**src/rtl/msau_pkg.sv**
```systemverilog
// memory space access unit package: address map, field layout, carriers
// assumes a 16-bit core with 24-bit program space and 16-bit byte data space
package msau_pkg;
  // program space
  localparam logic [23:0] PROG_RESET_ADDR = 24'h000000;
  localparam logic [23:0] PROG_START_WORD = 24'h000002;
  localparam logic [23:0] IVT_PRI_LO = 24'h000004;
  localparam logic [23:0] IVT_PRI_HI = 24'h0000ff;
  localparam logic [23:0] IVT_ALT_LO = 24'h000100;
  localparam logic [23:0] IVT_ALT_HI = 24'h0001ff;
  localparam logic [23:0] USER_CODE_LO = 24'h000200;
  localparam logic [23:0] USER_SPACE_HI = 24'h7fffff;
  localparam logic [23:0] CFG_BASE_SMALL = 24'h0057f8;
  localparam logic [23:0] CFG_BASE_LARGE = 24'h00abf8;
  localparam logic [23:0] PC_STEP = 24'h000002;
  localparam int CFG_WORDS = 4;
  localparam int TBL_PAGE_CFG_BIT = 7;
  // data space
  localparam logic [15:0] DATA_IMPL_TOP = 16'h3fff;
  localparam logic [15:0] SFR_TOP = 16'h07ff;
  localparam logic [15:0] NEAR_TOP = 16'h1fff;
  localparam int EA_PSV_BIT = 15;
  localparam int NEAR_FIELD_W = 13;
  localparam logic [15:0] STEP_BYTE = 16'h0001;
  localparam logic [15:0] STEP_WORD = 16'h0002;

  typedef enum logic [1:0] {MSAU_AM_INDIRECT, MSAU_AM_POSTINC, MSAU_AM_NEAR, MSAU_AM_MOVDIR}
    msau_mode_t;
  typedef enum logic [1:0] {MSAU_WID_NONE, MSAU_WID_SIGN, MSAU_WID_ZERO} msau_widen_t;

  typedef struct packed {
    logic valid;
    logic isByte;
    msau_mode_t mode;
    logic [15:0] pointer;
    logic [15:0] directField;
  } msau_req_t;
endpackage : msau_pkg

```
**src/rtl/msau_top.sv**
```systemverilog
// memory space access unit: program fetch sequencing and data space access
// assumes the cpu pipeline drives read/write requests for one cycle each
//
// What this block does
// - program location is even lower word plus odd upper word, top byte unused
// - program counter stays even and steps by two per word
// - program addresses below 000200h are vector space, not user code
// - fetching starts at 000000h; image puts jump there, target at 000002h
// - primary vectors at 000004h-0000FFh, alternate at 000100h-0001FFh
// - top four program words copied into configuration registers on reset
// - configuration bits are remapped between flash and register order
// - sixteen-bit effective addresses select bytes in a 64 Kbyte space
// - address bit 15 clear goes to memory, set goes to visibility window
// - 16 Kbytes implemented; reads outside return zero
// - separate address generators for reads and for writes
// - low byte at even address, high byte at odd address
// - post-increment adds one for bytes, two for words
// - byte read picks a byte by bit 0 onto the low lane
// - byte write strobes only the lane of the addressed byte
// - word access at odd address raises address error trap
// - misaligned write is suppressed, instruction completes, then trap
// - byte load into working register keeps the high byte
// - sign widen and zero widen operations on a working register byte
// - memory direct uses thirteen-bit field reaching 0000h-1FFFh
// - higher addresses only indirect, except moves with sixteen-bit field
// - user program access confined below 800000h except table config access
// - lowest 2 Kbytes hold function registers; unimplemented ones read zero
`timescale 1ns/1ps
module msau_top #(
  parameter logic [23:0] CFG_BASE = msau_pkg::CFG_BASE_LARGE,
  parameter logic [23:0] PROG_TOP = msau_pkg::CFG_BASE_LARGE + 24'h000007
) (
  input wire logic clk,
  input wire logic rst_b,
  // program counter control
  input wire logic pcAdvance,
  input wire logic pcBackward,
  input wire logic pcLoad,
  input wire logic [23:0] pcLoadValue,
  input wire logic vectorTake,
  input wire logic vectorAlternate,
  input wire logic [6:0] vectorIndex,
  output logic [23:0] programCounter_reg,
  output logic programFetchValid,
  // program memory port
  input wire logic [23:0] progWordData,
  output logic [23:0] progAddr,
  output logic [23:0] fetchWord_reg,
  output logic progUnimplemented,
  // table access
  input wire logic tableRead,
  input wire logic [7:0] tablePageRegister,
  input wire logic [15:0] tableOffset,
  output logic tableAccessDenied,
  // data read and write requests
  input wire msau_pkg::msau_req_t readReq,
  input wire msau_pkg::msau_req_t writeReq,
  input wire logic [15:0] writeData,
  output logic [15:0] readPointerNext,
  output logic [15:0] writePointerNext,
  // data memory / function register array
  input wire logic [15:0] memReadWord,
  input wire logic sfrImplemented,
  output logic [14:0] memReadWordAddr,
  output logic [14:0] memWriteWordAddr,
  output logic [1:0] memWriteLane,
  output logic [15:0] memWriteData,
  output logic psvRead,
  output logic [15:0] readData_reg,
  // working register byte handling
  input wire logic [15:0] workingRegOld,
  input wire msau_pkg::msau_widen_t widenOp,
  output logic [15:0] workingRegNew,
  // trap and configuration
  output logic addressErrorTrap_reg,
  output logic [63:0] configRegs,
  output logic configReady
);
  logic [15:0] readAddress;
  logic [15:0] writeAddress;
  logic readMisaligned;
  logic writeMisaligned;
  logic readPsv;
  logic writePsv;
  logic readOutside;
  logic cfgReadReq;
  logic [23:0] cfgReadAddr;
  logic [15:0] rawByte;

  // ------------------------------------------------------------
  // address generators
  // ------------------------------------------------------------
  msau_addr_gen readGen (
    .clk(clk), .rst_b(rst_b), .req(readReq),
    .effectiveByteAddress(readAddress), .pointerNext(readPointerNext),
    .misaligned(readMisaligned), .psvSelect(readPsv), .lastAddress_reg()
  );
  msau_addr_gen writeGen (
    .clk(clk), .rst_b(rst_b), .req(writeReq),
    .effectiveByteAddress(writeAddress), .pointerNext(writePointerNext),
    .misaligned(writeMisaligned), .psvSelect(writePsv), .lastAddress_reg()
  );

  // ------------------------------------------------------------
  // configuration copy
  // ------------------------------------------------------------
  msau_cfg_loader #(.CFG_BASE(CFG_BASE)) cfgLoader (
    .clk(clk), .rst_b(rst_b), .progReadData(progWordData[15:0]),
    .cfgReadReq(cfgReadReq), .cfgReadAddr(cfgReadAddr),
    .cfgRegs_reg(configRegs), .cfgDone(configReady)
  );

  // ------------------------------------------------------------
  // program counter
  // ------------------------------------------------------------
  // no fetch until configuration is loaded; shares the program port
  assign programFetchValid = configReady;
  assign progAddr = cfgReadReq ? cfgReadAddr : {programCounter_reg[23:1], 1'b0};

  always_ff @(posedge clk or negedge rst_b) begin
    if (!rst_b) begin
      programCounter_reg <= msau_pkg::PROG_RESET_ADDR;
    end else if (configReady) begin
      if (vectorTake) begin
        // one handler word per source, base picks primary or alternate table
        programCounter_reg <= (vectorAlternate ? msau_pkg::IVT_ALT_LO : msau_pkg::IVT_PRI_LO)
          + {16'h0, vectorIndex, 1'b0};
      end else if (pcLoad) begin
        programCounter_reg <= {pcLoadValue[23:1], 1'b0};
      end else if (pcAdvance) begin
        programCounter_reg <= pcBackward ? programCounter_reg - msau_pkg::PC_STEP
          : programCounter_reg + msau_pkg::PC_STEP;
      end
    end
  end

  // addresses above PROG_TOP are unimplemented; fetches there load zero
  assign progUnimplemented = (progAddr > PROG_TOP) && !cfgReadReq;
  always_ff @(posedge clk or negedge rst_b) begin
    if (!rst_b) begin
      fetchWord_reg <= 24'h000000;
    end else if (configReady) begin
      fetchWord_reg <= progUnimplemented ? 24'h000000 : progWordData;
    end
  end

  // table reads reach config space only with the page bit set
  assign tableAccessDenied = tableRead && !tablePageRegister[msau_pkg::TBL_PAGE_CFG_BIT]
    && ({tablePageRegister, tableOffset} > msau_pkg::USER_SPACE_HI);

  // ------------------------------------------------------------
  // data read path
  // ------------------------------------------------------------
  assign memReadWordAddr = readAddress[15:1];
  assign psvRead = readReq.valid && readPsv;
  assign readOutside = readPsv || (readAddress > msau_pkg::DATA_IMPL_TOP)
    || ((readAddress <= msau_pkg::SFR_TOP) && !sfrImplemented);
  assign rawByte = readAddress[0] ? {8'h00, memReadWord[15:8]}
    : {8'h00, memReadWord[7:0]};

  always_ff @(posedge clk or negedge rst_b) begin
    if (!rst_b) begin
      readData_reg <= 16'h0000;
    end else if (readReq.valid && !readPsv) begin
      if (readOutside) begin
        readData_reg <= 16'h0000;
      end else begin
        readData_reg <= readReq.isByte ? rawByte : memReadWord;
      end
    end
  end

  // ------------------------------------------------------------
  // data write path
  // ------------------------------------------------------------
  assign memWriteWordAddr = writeAddress[15:1];
  assign memWriteData = writeReq.isByte ? {writeData[7:0], writeData[7:0]} : writeData;

  // faulting or out-of-range writes never raise a lane
  always_comb begin
    memWriteLane = 2'h0;
    if (writeReq.valid && !writeMisaligned && !writePsv
        && writeAddress <= msau_pkg::DATA_IMPL_TOP) begin
      if (writeReq.isByte) begin
        memWriteLane = writeAddress[0] ? 2'h2 : 2'h1;
      end else begin
        memWriteLane = 2'h3;
      end
    end
  end

  // trap pulses the cycle after the instruction's access
  always_ff @(posedge clk or negedge rst_b) begin
    if (!rst_b) begin
      addressErrorTrap_reg <= 1'b0;
    end else begin
      addressErrorTrap_reg <= readMisaligned || writeMisaligned;
    end
  end

  // ------------------------------------------------------------
  // working register byte load and widen
  // ------------------------------------------------------------
  always_comb begin
    unique case (widenOp)
      msau_pkg::MSAU_WID_SIGN:
        workingRegNew = {{8{workingRegOld[7]}}, workingRegOld[7:0]};
      msau_pkg::MSAU_WID_ZERO: workingRegNew = {8'h00, workingRegOld[7:0]};
      default: workingRegNew = {workingRegOld[15:8], readData_reg[7:0]};
    endcase
  end

  // ------------------------------------------------------------
  // checks
  // ------------------------------------------------------------
  pcEven_a: assert property (@(posedge clk) disable iff (!rst_b)
    configReady && pcAdvance && !pcLoad && !vectorTake && !pcBackward
    |=> programCounter_reg == $past(programCounter_reg) + 24'h000002)
    else $error("program counter did not step by two");
  resetFetch_a: assert property (@(posedge clk)
    $rose(rst_b) |-> programCounter_reg == 24'h000000)
    else $error("fetch does not start at zero");
  vectorArea_a: assert property (@(posedge clk) disable iff (!rst_b)
    configReady && vectorTake |=> programCounter_reg < msau_pkg::USER_CODE_LO)
    else $error("vector outside reserved area");
  misWrite_a: assert property (@(posedge clk) disable iff (!rst_b)
    writeReq.valid && !writeReq.isByte && writeAddress[0]
    |-> memWriteLane == 2'h0 ##1 addressErrorTrap_reg)
    else $error("misaligned write reached memory or no trap");
  byteLane_a: assert property (@(posedge clk) disable iff (!rst_b)
    writeReq.valid && writeReq.isByte && memWriteLane != 2'h0
    |-> memWriteLane == (writeAddress[0] ? 2'h2 : 2'h1))
    else $error("wrong byte lane strobed");
  zeroRead_a: assert property (@(posedge clk) disable iff (!rst_b)
    readReq.valid && !readPsv && readAddress > msau_pkg::DATA_IMPL_TOP
    |=> readData_reg == 16'h0000)
    else $error("outside read not zero");
  byteRead_a: assert property (@(posedge clk) disable iff (!rst_b)
    readReq.valid && readReq.isByte && !readOutside
    |=> readData_reg[15:8] == 8'h00)
    else $error("byte read not on low lane");
  misRead_a: assert property (@(posedge clk) disable iff (!rst_b)
    readReq.valid && !readReq.isByte && readAddress[0] |=> addressErrorTrap_reg)
    else $error("misaligned read gave no trap");
  postInc_a: assert property (@(posedge clk) disable iff (!rst_b)
    readReq.mode == msau_pkg::MSAU_AM_POSTINC
    |-> readPointerNext == readReq.pointer + (readReq.isByte ? 16'h0001 : 16'h0002))
    else $error("post increment not scaled");
  byteLoad_a: assert property (@(posedge clk) disable iff (!rst_b)
    widenOp == msau_pkg::MSAU_WID_NONE |-> workingRegNew[15:8] == workingRegOld[15:8])
    else $error("byte load touched high byte");
  pcLoadEven_a: assert property (@(posedge clk) disable iff (!rst_b)
    configReady && pcLoad && !vectorTake |=> programCounter_reg[0] == 1'b0)
    else $error("loaded program counter is odd");
  pcBack_a: assert property (@(posedge clk) disable iff (!rst_b)
    configReady && pcAdvance && pcBackward && !pcLoad && !vectorTake
    |=> programCounter_reg == $past(programCounter_reg) - 24'h000002)
    else $error("program counter did not step back by two");
  noEarlyFetch_a: assert property (@(posedge clk) disable iff (!rst_b)
    !configReady |=> $stable(programCounter_reg))
    else $error("program counter moved before config load");
  outsideWrite_a: assert property (@(posedge clk) disable iff (!rst_b)
    writeReq.valid && writeAddress > msau_pkg::DATA_IMPL_TOP |-> memWriteLane == 2'h0)
    else $error("write outside implemented memory strobed");
  psvWrite_a: assert property (@(posedge clk) disable iff (!rst_b)
    writeReq.valid && writePsv |-> memWriteLane == 2'h0)
    else $error("write into visibility window strobed");
  sfrZero_a: assert property (@(posedge clk) disable iff (!rst_b)
    readReq.valid && readAddress <= msau_pkg::SFR_TOP && !sfrImplemented
    |=> readData_reg == 16'h0000)
    else $error("unimplemented function register read not zero");
  wordLanes_a: assert property (@(posedge clk) disable iff (!rst_b)
    writeReq.valid && !writeReq.isByte && !writeAddress[0]
    && writeAddress <= msau_pkg::DATA_IMPL_TOP |-> memWriteLane == 2'h3)
    else $error("aligned word write missed a lane");
  cfgHold_a: assert property (@(posedge clk) disable iff (!rst_b)
    configReady |=> configReady)
    else $error("config ready dropped");
  signWiden_a: assert property (@(posedge clk) disable iff (!rst_b)
    widenOp == msau_pkg::MSAU_WID_SIGN |-> workingRegNew[15:8] == {8{workingRegOld[7]}})
    else $error("sign widen wrong");
  nearField_a: assert property (@(posedge clk) disable iff (!rst_b)
    readReq.mode == msau_pkg::MSAU_AM_NEAR |-> readAddress <= msau_pkg::NEAR_TOP)
    else $error("near address beyond near space");
endmodule : msau_top

```
**src/rtl/msau_addr_gen.sv**
```systemverilog
// one data space address generator; used twice, once for reads, once for writes
// assumes requests are synchronous to clk and held for one cycle
`timescale 1ns/1ps
module msau_addr_gen (
  input wire logic clk,
  input wire logic rst_b,
  input wire msau_pkg::msau_req_t req,
  output logic [15:0] effectiveByteAddress,
  output logic [15:0] pointerNext,
  output logic misaligned,
  output logic psvSelect,
  output logic [15:0] lastAddress_reg
);
  logic [15:0] stepSize;

  always_comb begin
    unique case (req.mode)
      msau_pkg::MSAU_AM_NEAR:
        effectiveByteAddress = {3'h0, req.directField[msau_pkg::NEAR_FIELD_W-1:0]};
      msau_pkg::MSAU_AM_MOVDIR: effectiveByteAddress = req.directField;
      default: effectiveByteAddress = req.pointer;
    endcase
  end

  // post-increment is scaled by access size
  assign stepSize = req.isByte ? msau_pkg::STEP_BYTE : msau_pkg::STEP_WORD;
  assign pointerNext = (req.mode == msau_pkg::MSAU_AM_POSTINC) ?
    req.pointer + stepSize : req.pointer;
  // only word accesses can be misaligned
  assign misaligned = req.valid && !req.isByte && effectiveByteAddress[0];
  assign psvSelect = effectiveByteAddress[msau_pkg::EA_PSV_BIT];

  always_ff @(posedge clk or negedge rst_b) begin
    if (!rst_b) begin
      lastAddress_reg <= 16'h0000;
    end else if (req.valid) begin
      lastAddress_reg <= effectiveByteAddress;
    end
  end
endmodule : msau_addr_gen

```
**src/rtl/msau_cfg_loader.sv**
```systemverilog
// copies the reserved configuration words into configuration registers after reset
// assumes a one-cycle program memory read port shared with the fetch path
`timescale 1ns/1ps
module msau_cfg_loader #(
  parameter logic [23:0] CFG_BASE = msau_pkg::CFG_BASE_LARGE
) (
  input wire logic clk,
  input wire logic rst_b,
  input wire logic [15:0] progReadData,
  output logic cfgReadReq,
  output logic [23:0] cfgReadAddr,
  output logic [63:0] cfgRegs_reg,
  output logic cfgDone
);
  typedef enum logic [1:0] {MSAU_CL_ISSUE, MSAU_CL_CAPTURE, MSAU_CL_DONE} msau_cl_state_t;
  msau_cl_state_t state_reg;
  logic [1:0] index_reg;
  logic [63:0] packed_reg;

  // address held through capture so the port still shows the config word being taken
  assign cfgReadReq = (state_reg != MSAU_CL_DONE);
  assign cfgReadAddr = CFG_BASE + {21'h0, index_reg, 1'b0};
  assign cfgDone = (state_reg == MSAU_CL_DONE);

  // the packed flash order differs from register order: reverse bits in each word
  function automatic logic [63:0] remap(input logic [63:0] p);
    logic [63:0] r;
    r = 64'h0;
    for (int w = 0; w < 4; w++) begin
      for (int b = 0; b < 16; b++) begin
        r[w*16 + b] = p[w*16 + 15 - b];
      end
    end
    return r;
  endfunction : remap

  always_ff @(posedge clk or negedge rst_b) begin
    if (!rst_b) begin
      state_reg <= MSAU_CL_ISSUE;
      index_reg <= 2'h0;
      packed_reg <= 64'h0;
    end else begin
      unique case (state_reg)
        MSAU_CL_ISSUE: state_reg <= MSAU_CL_CAPTURE;
        MSAU_CL_CAPTURE: begin
          packed_reg[index_reg*16 +: 16] <= progReadData;
          index_reg <= index_reg + 2'h1;
          state_reg <= (index_reg == 2'h3) ? MSAU_CL_DONE : MSAU_CL_ISSUE;
        end
        MSAU_CL_DONE: state_reg <= MSAU_CL_DONE;
      endcase
    end
  end

  always_ff @(posedge clk or negedge rst_b) begin
    if (!rst_b) begin
      cfgRegs_reg <= 64'h0;
    end else if (state_reg == MSAU_CL_CAPTURE && index_reg == 2'h3) begin
      cfgRegs_reg <= remap({progReadData, packed_reg[47:0]});
    end
  end

  cfgLoadLen_a: assert property (@(posedge clk) disable iff (!rst_b)
    $rose(cfgDone) |-> $past(state_reg, 1) == MSAU_CL_CAPTURE)
    else $error("config copy ended without final capture");
endmodule : msau_cfg_loader

```
**config.mk**
```make
export PLATFORM = sky130hd
export DESIGN_NAME = msau_top
export DESIGN_NICKNAME = d
export VERILOG_FILES = /design/src/rtl/msau_pkg.sv /design/src/rtl/msau_top.sv /design/src/rtl/msau_addr_gen.sv /design/src/rtl/msau_cfg_loader.sv
export SDC_FILE = /design/constraint.sdc
export NUM_CORES = 1
export LEC_CHECK = 0
export ABC_AREA = 1
export BUFFER_PORTS_ARGS = -buffer_cell sky130_fd_sc_hd__buf_2
export CORE_AREA = 2 2 178 180
export CTS_BUF_LIST = sky130_fd_sc_hd__clkbuf_4 sky130_fd_sc_hd__clkbuf_8 sky130_fd_sc_hd__clkbuf_16
export DETAILED_ROUTE_END_ITERATION = 8
export DIE_AREA = 0 0 180 182
export GPL_ROUTABILITY_DRIVEN = 0
export GPL_TIMING_DRIVEN = 0
export PLACE_DENSITY_LB_ADDON = 0.25
export SLEW_MARGIN = 20
export SYNTH_ARGS = -nofsm -noshare
export SYNTH_HDL_FRONTEND = slang
export SYNTH_SLANG_ARGS = --single-unit
export TNS_END_PERCENT = 30
```
**constraint.sdc**
```tcl
create_clock -name clk -period 2.1 [get_ports clk]
set_input_delay 0.105 -clock clk [delete_from_list [all_inputs] [get_ports clk]]
set_output_delay 0.105 -clock clk [all_outputs]
set_load 0.01 [all_outputs]
```
# Word level (Yosys, flattened, before mapping)
# Index checks and enable logic that the tools add are counted.
classes:
  add_sub_neg: 8
  n_shift: 2
  order_cmp: 5
  muxes: 24
  reduce_logical: 28
  n_eq_ne: 12
op_table:
  columns: ["operator", "count"]
  rows:
  - ["two-way mux 24 bit", 6]
  - ["case mux 16 bit (2 select lines)", 3]
  - ["two-way mux 16 bit", 5]
  - ["bitwise mux 64 bit", 1]
  - ["variable shift 16 x 34 -> 64 bit (first input constant)", 1]
  - ["variable part select 16 x 34 -> 64 bit", 1]
  - ["negation 6 -> 34 bit", 1]
  - ["adder 16 bit", 2]
  - ["adder 24 x 2 -> 24 bit (second input constant)", 1]
  - ["greater-than comparator 24 x 16 -> 1 bit (second input constant)", 1]
  - ["greater-than comparator 24 x 23 -> 1 bit (second input constant)", 1]
  - ["subtractor 24 x 2 -> 24 bit (second input constant)", 1]
  - ["adder 16 x 3 -> 17 bit (first input constant)", 1]
  - ["greater-than comparator 16 x 14 -> 1 bit (second input constant)", 1]
  - ["less-or-equal comparator 16 x 11 -> 1 bit (second input constant)", 1]
  - ["less-or-equal comparator 16 x 14 -> 1 bit (second input constant)", 1]
  - ["== test 2 bit (second input constant)", 7]
  - ["logical AND 1 bit", 14]
  - ["two-way mux 2 bit", 6]
  - ["adder 9 x 8 -> 10 bit", 1]
  - ["two-way mux 9 bit", 1]
  - ["== test 2 x 1 -> 1 bit (second input constant)", 4]
  - ["zero test 1 bit", 8]
  - ["two-way mux 8 bit", 1]
  - ["7 further kinds", 9]
totals:
  word_cells: 87
  output_inout_bits: 254
  in_bits: 210
  ff_bits: 197

# Longest topological paths before layout
# Gate-level depths: netlist of the first run.
depth:
  depth_word: 8
  depth_mapped: 14
  ltp_nobuf: 13

# Modules after synthesis
# A second synthesis of the first run with hierarchy kept.
unflattened:
  cells_unflattened: 1881
  area_unflattened_um2: 13140.1
modules_own_cells:
  columns: ["mod", "area_each_um2", "n_inst", "seq_area_each_um2", "cells_per_inst"]
  rows:
  - ["msau_top", 5484.0, 1, 1601.5, 909]
  - ["msau_cfg_loader", 5016.1, 1, 2902.8, 592]
  - ["msau_addr_gen", 1320.0, 2, 400.4, 190]

# Least setup slack after synthesis of the first run
# OpenSTA, ideal clock, no wires.
synth_path:
  kind: "input to output"
  from: "input port writeReq[34] (netlist name)"
  to: "output port writePointerNext[14]"
  path_buffers: 2
  path_stages: 12
  arrival_ns: 1.781
  path_slack_ns: 0.214
  cell_sequence: "clkbuf_1 inv_1 clkbuf_1 fa_1 nand2_2 nor2_2 nand2_1 inv_1 nand3_1 nor2_1 nand3_1 xor2_1"
synth_between:
  elab_chain_cells: 3
synth_lines:
  columns: ["element", "line_no", "text"]
  rows:
  - ["start: declaration", "msau_top.sv:57", "input wire msau_pkg::msau_req_t writeReq,"]
  - ["two-way mux 2 bit", "msau_addr_gen.sv:26", "assign stepSize = req.isByte ? msau_pkg::STEP_BYTE : msau_pkg::STEP_WORD;"]
  - ["adder 16 bit", "msau_addr_gen.sv:28", "req.pointer + stepSize : req.pointer;"]
  - ["two-way mux 16 bit", "msau_addr_gen.sv:27", "assign pointerNext = (req.mode == msau_pkg::MSAU_AM_POSTINC) ?"]
  - ["end: declaration", "msau_top.sv:60", "output logic [15:0] writePointerNext,"]
# No other way between the ends.

# Final worst setup path of the first run
layout_path:
  from: "register cfgLoader.state_reg[0]"
  to: "output port progAddr[15]"
layout_between:
  elab_chain_cells: 2
layout_lines:
  columns: ["element", "line_no", "text"]
  rows:
  - ["start: declaration", "msau_cfg_loader.sv:16", "msau_cl_state_t state_reg;"]
  - ["start signal: assignment", "msau_cfg_loader.sv:48", "state_reg <= (index_reg == 2'h3) ? MSAU_CL_DONE : MSAU_CL_ISSUE;"]
  - ["!= test 2 bit", "msau_cfg_loader.sv:21", "assign cfgReadReq = (state_reg != MSAU_CL_DONE);"]
  - ["two-way mux 24 bit", "msau_top.sv:118", "assign progAddr = cfgReadReq ? cfgReadAddr : {programCounter_reg[23:1], 1'b0};"]
  - ["end: declaration", "msau_top.sv:47", "output logic [23:0] progAddr,"]
# No other way between the ends.

==> impl_metrics.yaml, run 1 <==
status:
  status: "finished, violations left"
  violations: "negative setup slack"
critical_path:
  setup.worst_path.end_class: "primary output"
  crit_required_ps: 2000
  r2r_start: "cfgLoader.state_reg[1]"
  startpoint_type: "flip-flop"
  cpPeakStageDelay_ps: 420
  rrSetupSlack_ps: 80
  crit_family: "buffers and inverters"
  crit_slowest_cell: "clkbuf_1"
  critPathKind: "flip-flop to primary output"
  worstReg2RegEnd: "fetchWord_reg[7]"
  cp.arrival_ps: 2000
  crit_fanout: 10
  r2r_cells: 11
  cp_cell_sequence: "inv_2, ha_4, buf_12, clkbuf_1, nand2_1, buf_2"
  crit_buf_inv: 4
power:
  p_per_area_nw_per_um2: 670.6
  vdd.ir_drop.worst_mv: 0.5581
  total_power_mw: 9.896
  leakage_nw: 8.429
sta:
  timing.final.ws_setup_ps: -1.238
  rsz0062_at_grt: "yes"
  max_freq_ghz: 0.4759
  max_slew_margin_pct: 37.76
  min_period_over_period_pct: 100.1
  drv_slew: 0
  whs_ps: 12.70
  final-setup-viol-count: 1
  fin_tns_setup_ps: -1.238
  hold_viol_final: 0
  finClkSkew_ps: 11.19
  tightest_slew_ps: 933.6
  fin_crit_ps: 2101
finish:
  fillers: 3138
  area_growth_pct: 36.74
  stdcell_count: 2411
  final_cell_mix: "nand2_1 (445), buf_2 (439), inv_1 (237)"
  drive_above_1_share_pct: 29.06
  largest_reg_flops: 64
  post-route-util_pct: 47.63
  fin_nets: 2239
  final_common_cell: "nand2_1"
synth:
  syn_avg_cell_area_um2: 7.239
  yosysWarnings: 0
  ys_types: 45
  synth_cells: 1491
  synth_seq_area_share_pct: 41.73
  synth.cell_area_um2: 10790
  synth-seq-cells: 180
route:
  vias: 11764
  drc: 0
  first_pass_iters: 5
  drt-initial-drc-count: 836
  wl_per_cell_um: 17.56
  wl_um: 42340
  vias_per_cell: 4.879
  detail-route-antenna-nets: 0
hold_path:
  hold_depth: 4
  hp-class: "input port to flip-flop"
  hold_end: "programCounter_reg[8]"
  hp-start: "vectorAlternate"
placed_design:
  portBuffers: 432
  dpl.hpwl_um: 34490
  dp.cells: 2328
floorplan:
  num_rows: 65
  die_w_um: 180
  initial_core_util_pct: 34.83
  die-area_um2: 32760
  core_um2: 30990
  ios: 464
  chipHeight_um: 182
global_route:
  grt_antenna_before_repair: 15
  grt_max_degree: 94
  grt_pass1_vias: 11184
  overflow: 0
  grtUsageTotal_pct: 25.16
  grt_first_pass_wirelength_um: 63540
cts:
  cts_buffer_depth: 2
  clock-sinks: 180
  numCtsBuffers: 17
  root_buffer: "clkbuf_16"
  tritoncts: "yes"
  ctsHtreeMaxLevel: 4
  clk_pin_slew_ps: 80
  clkLatencyLatePin_ps: 440
flow_run:
  drv_cap: 0
## per-layer routing
metal	share of wire [%]	vias to the layer above	track usage [%]
li1	-	5697	-
met1	43	5490	32.71
met2	46	485	40.72
met3	7.1	90	5.395
met4	4.7	2	10.41
met5	0.026	-	0
## report_power, final
group | switching (mW) | internal (mW) | total (mW)
clock | 1.62 | 1.72 | 3.34
combinational | 1.64 | 1.03 | 2.67
sequential | 0.187 | 3.70 | 3.88
total | 3.44 | 6.45 | 9.90
## worst min-delay path: cells and delay by family
family,cells,cell delay [ps]
simple gates,1,90
compound gates,2,130
buf+inv,1,100
## cell usage after synthesis, drive strengths merged
cell type	instances	share of area (%)
ha	36	4.2
o211ai	11	0.77
xor2	27	2.2
clkbuf	38	1.3
or2	11	0.64
a31oi	5	0.29
a41oi	1	0.081
nand2	455	16
clkinv	4	0.14
nor2	104	3.9
inv	246	8.6
o31ai	1	0.070
nor3b	1	0.070
nor4	1	0.058
conb	1	0.035
nor3	8	0.42
fa	3	0.56
mux2i	1	0.093
xnor2	4	0.32
nand4	13	0.75
dfrtp	180	42
o21ai	142	6.9
and2	2	0.14
nand3	81	3.8
buf	29	2.2
o22ai	57	3.3
a21oi	26	1.2
a21o	2	0.14
a21boi	1	0.070
## cell families after synthesis
| kind of cell | synth area share [%] |
|---|---|
| multiplexers | 0.09275 |
| XOR/XNOR | 2.516 |
| AO/OA/AOI/OAI | 12.89 |
| adder cells (fa/ha/maj) | 4.730 |
| AND/OR/NAND/NOR | 25.78 |
| buffers and inverters | 12.22 |
| flip-flops | 41.73 |
| other | 0.03475 |
## how the worst max path moves through the flow
stage	startpoint	to	slack [ps]	cells after the start
floorplan	writeReq[34]	writePointerNext[14]	210	12
global placement	rst_b	programCounter_reg[9]	-2080	1
detailed placement	writeReq[34]	writePointerNext[10]	-520	13
CTS	cfgLoader.state_reg[0]	progUnimplemented	-60	10
global route	cfgLoader.state_reg[0]	cfgLoader.cfgRegs_reg[7]	-120	8
finish	cfgLoader.state_reg[0]	progAddr[15]	-1	6
## stage by stage
stage / worst slack, ps / cell area (um2)
2_1_floorplan: 214.3 / 10800
3_5_place_dp: -523.2 / 13500
3_3_place_gp: -2082 / 13470
6_report: -1.238 / 14760
5_1_grt: -124.2 / 14750
4_1_cts: -61.24 / 14540
## layout make-up
cell class	instances	area (um2)	share of cell area, %
Multi-Input combinational cell	996	5136	34.80
Sequential cell	180	4508	30.55
Timing Repair Buffer	482	2669	18.08
Inverter	250	958.4	6.494
Tap cell	402	503.0	3.408
Clock buffer	17	425.4	2.883
Buffer	63	357.8	2.425
Clock inverter	15	185.2	1.255
Antenna cell	6	15.01	0.1017
## what timing repair did
item,4_1_cts,5_1_grt
endpoints found under the hold margin,124,0
pin swaps,3,5
gates cloned,0,0
setup endpoints to repair,61,139
resized for setup,19,44
hold buffers,35,0
buffers inserted,7,7
Note: power is estimated with default switching activity, not from simulation.
==> run 2: changes to the inputs <==
--- a/config.mk
+++ b/config.mk
@@ -14,6 +14,7 @@
 export GPL_ROUTABILITY_DRIVEN = 0
 export GPL_TIMING_DRIVEN = 0
 export PLACE_DENSITY_LB_ADDON = 0.25
+export SETUP_SLACK_MARGIN = 0.05
 export SLEW_MARGIN = 20
 export SYNTH_ARGS = -nofsm -noshare
 export SYNTH_HDL_FRONTEND = slang
==> run 2 against run 1 <==
Net effect: the run now ends clean; clock power is essentially flat; global-route usage is essentially flat; combinational power grew 3%; cell count is the same; sequential share of layout area shrank 0.31 points; clock skew shrank 1.1 ps; core utilization grew 0.47 points; critical path type unchanged; critical endpoint is now progUnimplemented; highest routed layer unchanged.
==> impl_metrics.yaml, run 2 (same netlist as run 1, synthesis figures left out) <==
critical_path:
  crit_required_ps: 2000
  setup.worst_path.end_class: "primary output"
  cp.arrival_ps: 1940
  path_depth: 8
  crit_family: "simple AND/OR/NAND/NOR gates"
  crit_slowest_cell: "dfrtp_1"
  worstReg2RegEnd: "programCounter_reg[20]"
  crit_path_end: "progUnimplemented"
  crit_fanout: 7
  r2r_cells: 9
  critPathKind: "flip-flop to primary output"
  r2r_start: "programCounter_reg[15]"
  rrSetupSlack_ps: 130
  cp_cell_sequence: "ha_4, buf_12, nand2_4, nand4_1, nor3_2, and2_4, inv_2, buf_6"
  startpoint_type: "flip-flop"
  cpPeakStageDelay_ps: 410
  startpoint: "cfgLoader.state_reg[1]"
  crit_buf_inv: 3
power:
  switching_share_pct: 34.76
  leakage_nw: 8.442
  p_int_mw: 6.511
  switchingPower_mw: 3.469
  seqPwrFrac_pct: 39.0
  vdd.ir_drop.worst_mv: 0.5583
  p_comb_share_pct: 27.6
  p_per_area_nw_per_um2: 669.7
  clkPwrFrac_pct: 33.4
route:
  first_pass_iters: 5
  detail-route-antenna-nets: 0
  wl_um: 42620
  vias_per_cell: 4.886
  vias: 11780
  drc: 0
  wl_per_cell_um: 17.68
  drt-initial-drc-count: 908
floorplan:
  initial_core_util_pct: 34.83
  die-area_um2: 32760
  core_um2: 30990
  num_rows: 65
  chipHeight_um: 182
  die_w_um: 180
  ios: 464
sta:
  timing.final.ws_setup_ps: 56.01
  rsz0062_at_grt: "yes"
  hold_viol_final: 0
  fin_tns_setup_ps: 0
  tightest_slew_ps: 893.3
  max_slew_margin_pct: 40.44
  drv_slew: 0
  fin_crit_ps: 2044
  final-setup-viol-count: 0
  min_period_over_period_pct: 97.33
  whs_ps: 17.04
  finClkSkew_ps: 10.06
  max_freq_ghz: 0.4892
global_route:
  grt_first_pass_wirelength_um: 63580
  grt_pass1_vias: 11191
  grtUsageTotal_pct: 25.17
  overflow: 0
  grt_antenna_before_repair: 15
  grt_max_degree: 94
finish:
  fin_nets: 2238
  fillers: 3119
  register_area_um2: 4507
  area_growth_pct: 38.08
  post-route-util_pct: 48.10
  final_cell_mix: "nand2_1 (443), buf_2 (438), inv_1 (237)"
  design_area_um2: 14900
  final_common_cell: "nand2_1"
  largest_reg_flops: 64
  drive_above_1_share_pct: 29.72
  multi_input_area_um2: 5244
placed_design:
  pre_cts_slack_ps: -523.2
  portBuffers: 432
  dpl.hpwl_um: 34490
  place_area_um2: 13500
cts:
  clk_pin_slew_ps: 80
  tritoncts: "yes"
  ctsHtreeMaxLevel: 4
  numCtsBuffers: 17
  cts_buffer_depth: 2
  root_buffer: "clkbuf_16"
  clock-sinks: 180
  clkLatencyLatePin_ps: 440
status:
  status: "complete, no violations"
hold_path:
  hp-class: "input port to flip-flop"
  hp-start: "vectorAlternate"
flow_run:
  drv_cap: 0
-- run 2: area by class of cell --
| class | count | share of cell area (%) |
|---|---|---|
| Clock inverter | 15 | 1.243 |
| Timing Repair Buffer | 481 | 18.14 |
| Multi-Input combinational cell | 996 | 35.19 |
| Buffer | 63 | 2.426 |
| Antenna cell | 7 | 0.1175 |
| Tap cell | 402 | 3.375 |
| Inverter | 250 | 6.414 |
| Sequential cell | 180 | 30.24 |
| Clock buffer | 17 | 2.855 |
-- run 2: layer usage --
layer  part of all wire, %  vias to the layer above  track usage [%]
met3                   6.8                       75            5.455
met2                    46                      488            40.75
li1                      -                     5690                -
met4                   4.2                        2            10.41
met5                 0.026                        -                0
met1                    43                     5525            32.69
-- run 2: how the worst min path moves through the flow --
stage	cells past startpoint	end
6_report	4	programCounter_reg[8]
5_1_grt	3	cfgLoader.packed_reg[35]
4_1_cts	5	programCounter_reg[11]
3_5_place_dp	1	readData_reg[2]
3_3_place_gp	3	fetchWord_reg[23]
2_1_floorplan	0	addressErrorTrap_reg
-- run 2: what timing repair did --
item                                    4_1_cts  5_1_grt
hold endpoints to repair                    124        0
resized for setup                            27       57
pin swaps                                     3       10
endpoints found under the setup margin      102      118
cloned                                        0        1
hold buffers                                 35        0
buffers inserted                              9        3
-- run 2: metrics by stage --
| stage | instances | total power [mW] |
|---|---|---|
| after global routing | 2408 | 10.51 |
| after global placement | 2327 | 6.447 |
| after detailed placement | 2328 | 6.485 |
| after CTS | 2401 | 9.904 |
| after floorplan | 1493 | 5.347 |
| final | 2411 | 9.981 |
-- run 2: power by group through the flow --
stage / logic [mW] / registers (mW) / clock network [mW]
after floorplan: 1.36 / 3.99 / 0
after global placement: 2.51 / 3.94 / 0
after detailed placement: 2.54 / 3.94 / 0
after CTS: 2.62 / 3.88 / 3.40
after global routing: 3.04 / 3.92 / 3.55
final: 2.75 / 3.89 / 3.33
-- run 2: worst min-delay path, stage by stage --
cell	delay (ps)
buf_2	100
a21oi_1	60
nor2_1	90
a21oi_1	70
